## src/logic/zf_cmd_pkg.sv

```systemverilog
// Overview of operation
// - four-bit switchhook debounce time in milliseconds
// - line-detect bit changes after stable debounce time
// - strobe pulses low, only in clock mode
// - chopper enable bit gates chopper clock output
// - configuration register resets to 20h
// - configuration applies to all four channels
// - read sample returns sample then reserved byte
// - sample byte companded, or linear upper byte
// - fir commands move ten bytes, z0 to z4
// - iir commands move five bytes, z5 to z7
// - 32 kHz filter, five taps plus iir
// - four signed-shift terms, z6 only two
// - every coefficient word resets to 0190h, the z6 byte to 90h
// - iir output scaled by z6, input by z5 (any 1/z6 folded into z5)
// - nibble is sign bit plus 3-bit shift
package zf_cmd_pkg;
   localparam int CLK_HZ = 10_000_000;
   localparam int DEBOUNCE_UNIT_US = 1000;
   localparam int MS_CYCLES = CLK_HZ / 1_000_000 * DEBOUNCE_UNIT_US;
   localparam int ZF_RATE_HZ = 32_000;
   localparam int ZF_TICK_CYCLES = CLK_HZ / ZF_RATE_HZ;
   localparam int CHOP_HZ = 250_000;
   localparam int CHOP_HALF_CYCLES = CLK_HZ / (2 * CHOP_HZ);
   localparam int NUM_CHANNELS = 4;
   localparam int FIR_TAPS = 5;
   localparam int ACC_W = 28;
   localparam int FRAC_BITS = 8;

   localparam logic [7:0] CMD_CFG_WR = 8'hc8;
   localparam logic [7:0] CMD_CFG_RD = 8'hc9;
   localparam logic [7:0] CMD_TX_RD = 8'hcd;
   localparam logic [7:0] CMD_ZFIR_WR = 8'h98;
   localparam logic [7:0] CMD_ZFIR_RD = 8'h99;
   localparam logic [7:0] CMD_ZIIR_WR = 8'h9a;
   localparam logic [7:0] CMD_ZIIR_RD = 8'h9b;
   localparam int RW_BIT = 0;

   localparam logic [6:0] CFG_BITS = 7'h08;
   localparam logic [6:0] TX_BITS = 7'h10;
   localparam logic [6:0] ZFIR_BITS = 7'h50;
   localparam logic [6:0] ZIIR_BITS = 7'h28;

   localparam logic [7:0] CFG_RESET = 8'h20;
   localparam logic [15:0] ZCOEF_RESET = 16'h0190;
   localparam logic [7:0] Z6_RESET = 8'h90;
   localparam logic [7:0] RESERVED_BITS_BYTE = 8'h00;

   typedef struct packed {
      logic strobe_output_enable;
      logic strobe_output_polarity;
      logic [3:0] switchhook_debounce_ms;
      logic reserved_bits;
      logic chopper_enable;
   } cfg_t;

   typedef logic [FIR_TAPS-1:0][15:0] zfir_t;

   typedef struct packed {
      logic [15:0] z5;
      logic [7:0] z6;
      logic [15:0] z7;
   } ziir_t;

   typedef struct packed {
      logic clock_mode_select;
      logic cs_n;
      logic dclk;
      logic din;
      logic [NUM_CHANNELS-1:0] line;
   } pins_t;

   typedef enum logic [2:0] {
      ST_CMD = 3'b001,
      ST_WR = 3'b010,
      ST_RD = 3'b100
   } port_state_t;
endpackage : zf_cmd_pkg

```

## src/logic/zf_csd_mult.sv

```systemverilog
`timescale 1ns/1ps
module zf_csd_mult #(
   parameter int TERMS = 4
) (
   input wire logic signed [27:0] i_sample,
   input wire logic [15:0] i_coef,
   output logic signed [27:0] o_product
);
   // nested form, innermost term first: s1 2^-m1 x(1 + s2 2^-m2 (1 + s3 2^-m3 (1 + s4 2^-m4)))
   always_comb begin
      logic signed [27:0] acc;
      logic signed [27:0] sh;
      acc = i_sample;
      sh = '0;
      for (int k = TERMS - 1; k >= 1; k--) begin
         sh = acc >>> i_coef[4*k +: 3];
         acc = i_coef[4*k+3] ? i_sample - sh : i_sample + sh;
      end
      sh = acc >>> i_coef[2:0];
      o_product = i_coef[3] ? -sh : sh;
   end
endmodule : zf_csd_mult

```

## src/logic/host_cmd_debounce_zfilter.sv

```systemverilog
`timescale 1ns/1ps
module host_cmd_debounce_zfilter
   import zf_cmd_pkg::*;
#(
   parameter int MS_CYCLES_P = zf_cmd_pkg::MS_CYCLES
) (
   input wire logic i_ref_clk,
   input wire logic i_rst_n,
   input wire logic i_host_dclk,
   input wire logic i_host_cs_n,
   input wire logic i_host_din,
   output logic o_host_dout,
   output logic o_host_dout_oe,
   input wire logic i_clock_mode_select,
   input wire logic [zf_cmd_pkg::NUM_CHANNELS-1:0] i_first_line_detect_input,
   output logic [zf_cmd_pkg::NUM_CHANNELS-1:0] o_rt_line_detect,
   output logic o_auxiliary_strobe_output_n,
   output logic o_chopper_clock_output,
   input wire logic i_linear_mode,
   input wire logic [7:0] i_tx_companded,
   input wire logic [15:0] i_tx_linear,
   input wire logic [15:0] i_zf_in,
   output logic [15:0] o_zf_out
);
   import zf_cmd_pkg::*;

   // pin synchronisers; the first stage feeds only the second
   pins_t meta_ff;
   pins_t sync_ff;
   logic dclk_prev_ff;
   always_ff @(posedge i_ref_clk or negedge i_rst_n) begin
      if (!i_rst_n) begin
         meta_ff <= '{cs_n: 1'b1, default: '0};
         sync_ff <= '{cs_n: 1'b1, default: '0};
         dclk_prev_ff <= 1'b0;
      end else begin
         meta_ff <= '{clock_mode_select: i_clock_mode_select, cs_n: i_host_cs_n,
                      dclk: i_host_dclk, din: i_host_din, line: i_first_line_detect_input};
         sync_ff <= meta_ff;
         dclk_prev_ff <= sync_ff.dclk;
      end
   end
   logic dclk_rise;
   assign dclk_rise = sync_ff.dclk & ~dclk_prev_ff;

   // ---------------- command port ----------------
   port_state_t state_ff, nxt_state;
   logic [6:0] bit_cnt_ff, nxt_bit_cnt;
   logic [6:0] len_ff, nxt_len;
   logic [7:0] cmd_ff, nxt_cmd;
   logic [79:0] shin_ff, nxt_shin;
   logic [79:0] rd_img_ff, nxt_rd_img;
   logic dout_ff, nxt_dout;
   logic oe_ff, nxt_oe;
   logic wr_commit;

   cfg_t cfg_ff, nxt_cfg;
   zfir_t zfir_ff, nxt_zfir;
   ziir_t ziir_ff, nxt_ziir;

   logic [7:0] tx_byte;
   assign tx_byte = i_linear_mode ? i_tx_linear[15:8] : i_tx_companded;

   always_comb begin
      logic [7:0] cmd_byte;
      logic [79:0] img;
      nxt_state = state_ff;
      nxt_bit_cnt = bit_cnt_ff;
      nxt_len = len_ff;
      nxt_cmd = cmd_ff;
      nxt_shin = shin_ff;
      nxt_rd_img = rd_img_ff;
      nxt_dout = dout_ff;
      nxt_oe = oe_ff;
      wr_commit = 1'b0;
      cmd_byte = {shin_ff[6:0], sync_ff.din};
      img = '0;
      if (sync_ff.cs_n) begin
         // deselect aborts any transfer; a partial write never lands
         nxt_state = ST_CMD;
         nxt_bit_cnt = '0;
         nxt_oe = 1'b0;
      end else if (dclk_rise) begin
         nxt_shin = {shin_ff[78:0], sync_ff.din};
         nxt_bit_cnt = bit_cnt_ff + 7'h01;
         case (state_ff)
            ST_CMD: begin
               if (bit_cnt_ff == 7'h07) begin
                  nxt_bit_cnt = '0;
                  nxt_cmd = cmd_byte;
                  case (cmd_byte)
                     CMD_CFG_WR: begin
                        nxt_state = ST_WR;
                        nxt_len = CFG_BITS;
                     end
                     CMD_ZFIR_WR: begin
                        nxt_state = ST_WR;
                        nxt_len = ZFIR_BITS;
                     end
                     CMD_ZIIR_WR: begin
                        nxt_state = ST_WR;
                        nxt_len = ZIIR_BITS;
                     end
                     CMD_CFG_RD: begin
                        nxt_state = ST_RD;
                        nxt_len = CFG_BITS;
                        img = {cfg_ff, 72'h0};
                     end
                     CMD_TX_RD: begin
                        nxt_state = ST_RD;
                        nxt_len = TX_BITS;
                        img = {tx_byte, RESERVED_BITS_BYTE, 64'h0};
                     end
                     CMD_ZFIR_RD: begin
                        nxt_state = ST_RD;
                        nxt_len = ZFIR_BITS;
                        img = zfir_ff;
                     end
                     CMD_ZIIR_RD: begin
                        nxt_state = ST_RD;
                        nxt_len = ZIIR_BITS;
                        img = {ziir_ff, 40'h0};
                     end
                     default: begin
                        nxt_state = ST_CMD;
                     end
                  endcase
                  if (nxt_state == ST_RD) begin
                     nxt_dout = img[79];
                     nxt_rd_img = {img[78:0], 1'b0};
                     nxt_oe = 1'b1;
                  end
               end
            end
            ST_WR: begin
               if (bit_cnt_ff == len_ff - 7'h01) begin
                  wr_commit = 1'b1;
                  nxt_state = ST_CMD;
                  nxt_bit_cnt = '0;
               end
            end
            ST_RD: begin
               // the host samples on the rising edge, so the next bit follows it
               if (bit_cnt_ff == len_ff - 7'h01) begin
                  nxt_state = ST_CMD;
                  nxt_bit_cnt = '0;
                  nxt_oe = 1'b0;
               end else begin
                  nxt_dout = rd_img_ff[79];
                  nxt_rd_img = {rd_img_ff[78:0], 1'b0};
               end
            end
            default: begin
               nxt_state = ST_CMD;
               nxt_bit_cnt = '0;
               nxt_oe = 1'b0;
            end
         endcase
      end
   end

   always_ff @(posedge i_ref_clk or negedge i_rst_n) begin
      if (!i_rst_n) begin
         state_ff <= ST_CMD;
         bit_cnt_ff <= '0;
         len_ff <= '0;
         cmd_ff <= '0;
         shin_ff <= '0;
         rd_img_ff <= '0;
         dout_ff <= 1'b0;
         oe_ff <= 1'b0;
      end else begin
         state_ff <= nxt_state;
         bit_cnt_ff <= nxt_bit_cnt;
         len_ff <= nxt_len;
         cmd_ff <= nxt_cmd;
         shin_ff <= nxt_shin;
         rd_img_ff <= nxt_rd_img;
         dout_ff <= nxt_dout;
         oe_ff <= nxt_oe;
      end
   end
   assign o_host_dout = dout_ff;
   assign o_host_dout_oe = oe_ff;

   // ---------------- registers ----------------
   always_comb begin
      nxt_cfg = cfg_ff;
      nxt_zfir = zfir_ff;
      nxt_ziir = ziir_ff;
      if (wr_commit) begin
         case (cmd_ff)
            CMD_CFG_WR: nxt_cfg = cfg_t'(nxt_shin[7:0]);
            CMD_ZFIR_WR: nxt_zfir = zfir_t'(nxt_shin);
            CMD_ZIIR_WR: nxt_ziir = ziir_t'(nxt_shin[39:0]);
            default: nxt_cfg = cfg_ff;
         endcase
      end
   end

   always_ff @(posedge i_ref_clk or negedge i_rst_n) begin
      if (!i_rst_n) begin
         cfg_ff <= cfg_t'(CFG_RESET);
         zfir_ff <= {FIR_TAPS{ZCOEF_RESET}};
         ziir_ff <= '{z5: ZCOEF_RESET, z6: Z6_RESET, z7: ZCOEF_RESET};
      end else begin
         cfg_ff <= nxt_cfg;
         zfir_ff <= nxt_zfir;
         ziir_ff <= nxt_ziir;
      end
   end

   // ---------------- debounce ----------------
   logic [15:0] ms_cnt_ff, nxt_ms_cnt;
   logic ms_tick;
   assign ms_tick = (ms_cnt_ff == 16'(MS_CYCLES_P - 1));
   always_comb nxt_ms_cnt = ms_tick ? 16'h0000 : ms_cnt_ff + 16'h0001;
   always_ff @(posedge i_ref_clk or negedge i_rst_n) begin
      if (!i_rst_n) ms_cnt_ff <= '0;
      else ms_cnt_ff <= nxt_ms_cnt;
   end

   // one shared debounce time for every channel
   logic [NUM_CHANNELS-1:0] rt_ff, nxt_rt;
   logic [NUM_CHANNELS-1:0][3:0] db_cnt_ff, nxt_db_cnt;
   for (genvar ch = 0; ch < NUM_CHANNELS; ch++) begin : g_debounce
      always_comb begin
         nxt_rt[ch] = rt_ff[ch];
         nxt_db_cnt[ch] = db_cnt_ff[ch];
         if (sync_ff.line[ch] == rt_ff[ch]) begin
            nxt_db_cnt[ch] = '0;
         end else if (cfg_ff.switchhook_debounce_ms == 4'h0) begin
            nxt_rt[ch] = sync_ff.line[ch];
         end else if (ms_tick) begin
            // the first millisecond may be partial, so the window is short by under 1 ms
            if (db_cnt_ff[ch] + 4'h1 >= cfg_ff.switchhook_debounce_ms) begin
               nxt_rt[ch] = sync_ff.line[ch];
               nxt_db_cnt[ch] = '0;
            end else begin
               nxt_db_cnt[ch] = db_cnt_ff[ch] + 4'h1;
            end
         end
      end
   end
   always_ff @(posedge i_ref_clk or negedge i_rst_n) begin
      if (!i_rst_n) begin
         rt_ff <= '0;
         db_cnt_ff <= '0;
      end else begin
         rt_ff <= nxt_rt;
         db_cnt_ff <= nxt_db_cnt;
      end
   end
   assign o_rt_line_detect = rt_ff;

   // ---------------- impedance filter ----------------
   logic [8:0] zf_cnt_ff, nxt_zf_cnt;
   logic zf_tick;
   logic [FIR_TAPS-2:0][15:0] hist_ff, nxt_hist;
   logic signed [ACC_W-1:0] v_ff, nxt_v;
   logic [15:0] zout_ff, nxt_zout;
   logic signed [FIR_TAPS-1:0][ACC_W-1:0] tap;
   logic signed [FIR_TAPS-1:0][ACC_W-1:0] fir_prod;
   logic signed [ACC_W-1:0] iir_in, v_new, iir_out;

   assign zf_tick = (zf_cnt_ff == 9'(ZF_TICK_CYCLES - 1));
   assign tap[0] = ACC_W'({{4{i_zf_in[15]}}, i_zf_in, 8'h00});

   for (genvar t = 0; t < FIR_TAPS; t++) begin : g_fir
      if (t > 0) begin : g_tap
         assign tap[t] = ACC_W'({{4{hist_ff[t-1][15]}}, hist_ff[t-1], 8'h00});
      end
      zf_csd_mult #(.TERMS(4)) u_fir (
         .i_sample(tap[t]),
         .i_coef(zfir_ff[FIR_TAPS-1-t]),
         .o_product(fir_prod[t])
      );
   end

   // the 1/z6 input gain lives in the programmed z5, so only z6 is applied here
   zf_csd_mult #(.TERMS(4)) u_z5 (
      .i_sample(tap[1]),
      .i_coef(ziir_ff.z5),
      .o_product(iir_in)
   );
   zf_csd_mult #(.TERMS(4)) u_z7 (
      .i_sample(v_ff + iir_in),
      .i_coef(ziir_ff.z7),
      .o_product(v_new)
   );
   zf_csd_mult #(.TERMS(2)) u_z6 (
      .i_sample(v_new),
      .i_coef({8'h00, ziir_ff.z6}),
      .o_product(iir_out)
   );

   always_comb begin
      logic signed [ACC_W-1:0] sum;
      sum = iir_out;
      for (int t = 0; t < FIR_TAPS; t++) begin
         sum = sum + fir_prod[t];
      end
      nxt_zf_cnt = zf_tick ? 9'h000 : zf_cnt_ff + 9'h001;
      nxt_hist = hist_ff;
      nxt_v = v_ff;
      nxt_zout = zout_ff;
      if (zf_tick) begin
         nxt_hist = {hist_ff[FIR_TAPS-3:0], i_zf_in};
         nxt_v = v_new;
         // saturate rather than wrap: a wrapped sample would click loudly
         if (sum[ACC_W-1:FRAC_BITS+15] != {(ACC_W-FRAC_BITS-15){sum[ACC_W-1]}}) begin
            nxt_zout = sum[ACC_W-1] ? 16'h8000 : 16'h7fff;
         end else begin
            nxt_zout = sum[FRAC_BITS +: 16];
         end
      end
   end

   always_ff @(posedge i_ref_clk or negedge i_rst_n) begin
      if (!i_rst_n) begin
         zf_cnt_ff <= '0;
         hist_ff <= '0;
         v_ff <= '0;
         zout_ff <= '0;
      end else begin
         zf_cnt_ff <= nxt_zf_cnt;
         hist_ff <= nxt_hist;
         v_ff <= nxt_v;
         zout_ff <= nxt_zout;
      end
   end
   assign o_zf_out = zout_ff;

   // ---------------- chopper and strobe ----------------
   logic [7:0] chop_cnt_ff, nxt_chop_cnt;
   logic chop_ff, nxt_chop;
   logic strobe_n_ff, nxt_strobe_n;
   always_comb begin
      nxt_chop_cnt = '0;
      nxt_chop = 1'b0;
      if (cfg_ff.chopper_enable) begin
         nxt_chop = chop_ff;
         nxt_chop_cnt = chop_cnt_ff + 8'h01;
         if (chop_cnt_ff == 8'(CHOP_HALF_CYCLES - 1)) begin
            nxt_chop_cnt = '0;
            nxt_chop = ~chop_ff;
         end
      end
      // one-cycle low pulse per filter frame
      nxt_strobe_n = ~(sync_ff.clock_mode_select & cfg_ff.strobe_output_enable & zf_tick);
   end
   always_ff @(posedge i_ref_clk or negedge i_rst_n) begin
      if (!i_rst_n) begin
         chop_cnt_ff <= '0;
         chop_ff <= 1'b0;
         strobe_n_ff <= 1'b1;
      end else begin
         chop_cnt_ff <= nxt_chop_cnt;
         chop_ff <= nxt_chop;
         strobe_n_ff <= nxt_strobe_n;
      end
   end
   assign o_chopper_clock_output = chop_ff;
   assign o_auxiliary_strobe_output_n = strobe_n_ff;
endmodule : host_cmd_debounce_zfilter

```

## config.mk

```make
export PLATFORM = sky130hd
export DESIGN_NAME = host_cmd_debounce_zfilter
export DESIGN_NICKNAME = d
export VERILOG_FILES = /design/src/logic/zf_cmd_pkg.sv /design/src/logic/zf_csd_mult.sv /design/src/logic/host_cmd_debounce_zfilter.sv
export SDC_FILE = /design/constraint.sdc
export NUM_CORES = 2
export LEC_CHECK = 0
export BUFFER_PORTS_ARGS = -buffer_cell sky130_fd_sc_hd__buf_4
export CORE_MARGIN = 2
export CORE_UTILIZATION = 60
export DETAILED_ROUTE_END_ITERATION = 8
export PLACE_DENSITY_LB_ADDON = 0.1
export SLEW_MARGIN = 40
export SYNTH_ARGS = -nofsm -noshare
export SYNTH_HDL_FRONTEND = slang
export SYNTH_SLANG_ARGS = --single-unit
```

## constraint.sdc

```tcl
create_clock -name i_ref_clk -period 38.7 [get_ports i_ref_clk]
set_clock_uncertainty 0.1 [all_clocks]
set_input_delay 7.74 -clock i_ref_clk [delete_from_list [all_inputs] [get_ports i_ref_clk]]
set_output_delay 7.74 -clock i_ref_clk [all_outputs]
set_load 0.005 [all_outputs]
```

==> impl_metrics.py <==
metrics = {
    "clock_tree": {
        "cts_inserted_buffers": 56,
        "cts_tree": "done",
        "cts_max_level": 2,
        "numClockSinks": 491,
        "cts_buffer_depth": 3,
        "cts.hold.buffers_added": 0,
        "clock_latency_ns": 0.73,
        "path_clk_slew_ns": 0.07,
        "cts_root_buf": "clkbuf_16",
    },
    "global_route": {
        "grt_max_degree": 165,
        "antenna_found_initial": 22,
        "first_global_vias": 97785,
        "grt_overflow": 0,
        "grt_pass1_wl_mm": 539,
        "grt_use_total": 0.384,
    },
    "worst_setup_path": {
        "crit_type": "reg2reg",
        "cpLargestDelayFamily": "compound AO/OA/AOI/OAI gates",
        "critPathRequiredTime_ns": 39.26,
        "arrival_ns": 37.63,
        "crit_path_max_fanout": 11,
        "path_buf_inv": 16,
        "ff2ff_path_depth": 177,
        "cp-start-kind": "register",
        "cp-startpoint": "ziir_ff[37]",
        "cp_num_cells": 177,
        "endpoint": "o_zf_out[9]",
        "r2r_start": "ziir_ff[37]",
        "cp-end-kind": "register",
        "cp_slowest_cell": "fa_2",
        "r2r-end": "o_zf_out[9]",
        "r2r_slack_ns": 1.64,
        "cpPeakStageDelay_ns": 0.63,
        "crit_path_frequent_cell": "xnor2_1",
    },
    "logic_synthesis": {
        "synth_seq_cells": 491,
        "synth_flop_cell": "dfrtp_1",
        "syn-num-nets": 15239,
        "syn_avg_cell_area_sq_um": 7.16,
        "async_flop_share": 1.00,
        "ys_seq_area_frac": 0.121,
        "yosysWarnings": 0,
        "synth_edf_count": 0,
        "synth_area_sq_um": 102000,
        "synth_cell_types": 133,
        "syn_inst": 14205,
    },
    "layout": {
        "mostFrequentLayoutCell": "nor2_1",
        "design_area_sq_um": 108000,
        "drive_above_1_share": 0.105,
        "syn_to_final_growth_pct": 6.49,
        "final.fill_count": 15370,
        "fin_nets": 14929,
        "layout_common_cells": "nor2_1, nand2_1, a21oi_1, inv_1, o21ai_0",
        "final_util": 0.641,
    },
    "sta": {
        "worst_pin_slew_ns": 0.964,
        "setup_violations": 0,
        "clock.fmax_mhz": 27.0,
        "tns_ns": 0,
        "slew_viol_final": 0,
        "min_period_ns": 37.06,
        "hold_viol_final": 0,
        "slew_headroom": 0.356,
        "fin_crit_sh": 0.958,
    },
    "floorplanning": {
        "start_util": 0.602,
        "die_x_microns": 416,
        "rows": 151,
        "core-area_sq_um": 169000,
        "dieArea_sq_um": 173000,
        "die_y_microns": 416,
        "ios": 75,
    },
    "drt": {
        "drc": 0,
        "via_count": 104595,
        "firstDrtPassIters": 7,
        "ant_nets": 0,
        "drt_iter0_markers": 9709,
        "via_per_inst": 6.46,
        "wl_per_cell_microns": 21.5,
        "routed_wl_mm": 348,
    },
    "pwr": {
        "fin_total_pwr_mw": 2.36,
        "ir_drop_uv": 106,
        "p_leak_nw": 49.8,
        "p_per_area_nw_per_um2": 21.8,
    },
    "outcome": {
        "status": "finished clean",
    },
    "placement": {
        "port_buffers": 66,
        "post_dp_cell_area_sq_um": 104000,
        "dp_hpwl_mm": 273,
        "place_congestion": 1.01,
    },
    "min_path": {
        "hold_path.class": "reg2reg",
    },
    "run": {
        "cap_viol_max_count": 0,
    },
}
cell type report:
cell class                      count  area, sq um  area share
Inverter                          940         3540      0.0327
Multi-Input combinational cell  11959        84100       0.777
Clock buffer                       76         1580      0.0146
Timing Repair Buffer              447         3480      0.0321
Sequential cell                   491        12400       0.114
Tap cell                         2218         2780      0.0256
Clock inverter                     29          364     0.00336
Antenna cell                       22         55.1    0.000509
flip-flops by register name, summed over array words and instances (netlist names), 3 cells and up:
name / count
chop_cnt_ff: 8
state_ff: 3
len_ff: 4
hist_ff: 64
meta_ff: 8
o_rt_line_detect: 4
rd_img_ff: 79
bit_cnt_ff: 7
sync_ff: 8
o_zf_out: 16
v_ff: 28
db_cnt_ff: 16
cmd_ff: 8
cfg_ff: 8
ms_cnt_ff: 16
zfir_ff: 80
ziir_ff: 40
shin_ff: 80
zf_cnt_ff: 9
power by group:
group	total [mW]	internal, mW	switching, mW
registers	0.524	0.518	0.00663
clock network	0.578	0.328	0.250
logic	1.26	0.549	0.713
total	2.36	1.39	0.970
worst min-delay path by stage:
| stage | startpoint | to | slack (ns) | depth (start not counted) |
|---|---|---|---|---|
| floorplan | meta_ff[0] | sync_ff[0] | 0.23 | 0 |
| global placement | meta_ff[5] | sync_ff[5] | 0.23 | 0 |
| detailed placement | meta_ff[3] | sync_ff[3] | 0.23 | 0 |
| CTS | meta_ff[6] | sync_ff[6] | 0.25 | 0 |
| global route | meta_ff[6] | sync_ff[6] | 0.25 | 0 |
| finish | meta_ff[6] | sync_ff[6] | 0.24 | 0 |
worst reg2reg max path, delay by kind of cell (launching register included):
family	cells	cell delay (ns)
simple gates	38	8.22
fa+ha+maj	12	4.44
compound gates	81	15.50
xor+xnor	19	3.43
buf+inv	16	2.28
flops	1	0.47
mux	11	2.61
cell usage after synthesis (47+ instances only):
cell	number	share of area
a211oi_1	183	0.014
a21boi_0	111	0.0082
a21o_1	387	0.029
a21oi_1	1053	0.052
a221oi_1	47	0.0040
a31oi_1	175	0.011
and2_1	153	0.0094
and3_1	98	0.0060
buf_1	123	0.0045
clkbuf_1	667	0.025
dfrtp_1	463	0.11
fa_1	128	0.025
ha_1	855	0.11
inv_1	888	0.033
mux2_2	273	0.030
mux2i_1	809	0.080
mux4_2	94	0.021
nand2_1	1573	0.058
nand2b_1	145	0.0089
nand3_1	271	0.013
nand4_1	55	0.0034
nor2_1	1815	0.067
nor2b_1	114	0.0070
nor3_1	228	0.011
nor4_1	75	0.0046
o211ai_1	99	0.0073
o21a_1	150	0.011
o21ai_0	922	0.045
o21bai_1	164	0.012
o31ai_1	114	0.0084
or2_2	83	0.0051
or3_1	89	0.0055
xnor2_1	519	0.045
xor2_1	299	0.026
metrics by stage:
step | hold slack (ns) | instances | worst slack (ns)
3_3_place_gp | 0.232 | 15989 | -0.194
6_report | 0.244 | 16182 | 1.64
2_1_floorplan | 0.231 | 14205 | 2.76
3_5_place_dp | 0.235 | 15991 | -0.575
4_1_cts | 0.248 | 16098 | 0.0183
5_1_grt | 0.249 | 16174 | -0.383
logic make-up after synthesis:
| kind of cell | count (synthesis) | synth area share |
|---|---|---|
| multiplexers | 1177 | 0.131 |
| AO/OA/AOI/OAI | 4060 | 0.262 |
| buffers and inverters | 1755 | 0.0656 |
| AND/OR/NAND/NOR | 4918 | 0.219 |
| XOR/XNOR | 821 | 0.0711 |
| flip-flops | 491 | 0.121 |
| adder cells (fa/ha/maj) | 983 | 0.130 |
metal layers:
metal / wire length, microns / share of wire / GRT usage / up-vias
li1: - / - / - / 49811
met1: 143000 / 0.41 / 0.488 / 49899
met2: 159000 / 0.46 / 0.635 / 4074
met3: 25600 / 0.074 / 0.0544 / 807
met4: 19400 / 0.056 / 0.194 / 4
met5: 34 / 0.000098 / 0 / -
what timing repair did:
item	CTS	global route
setup buffers	2	61
gates resized for setup	14	359
pin swaps	0	72
setup endpoints to repair	16	16
Power figures use the tool's default switching activity.
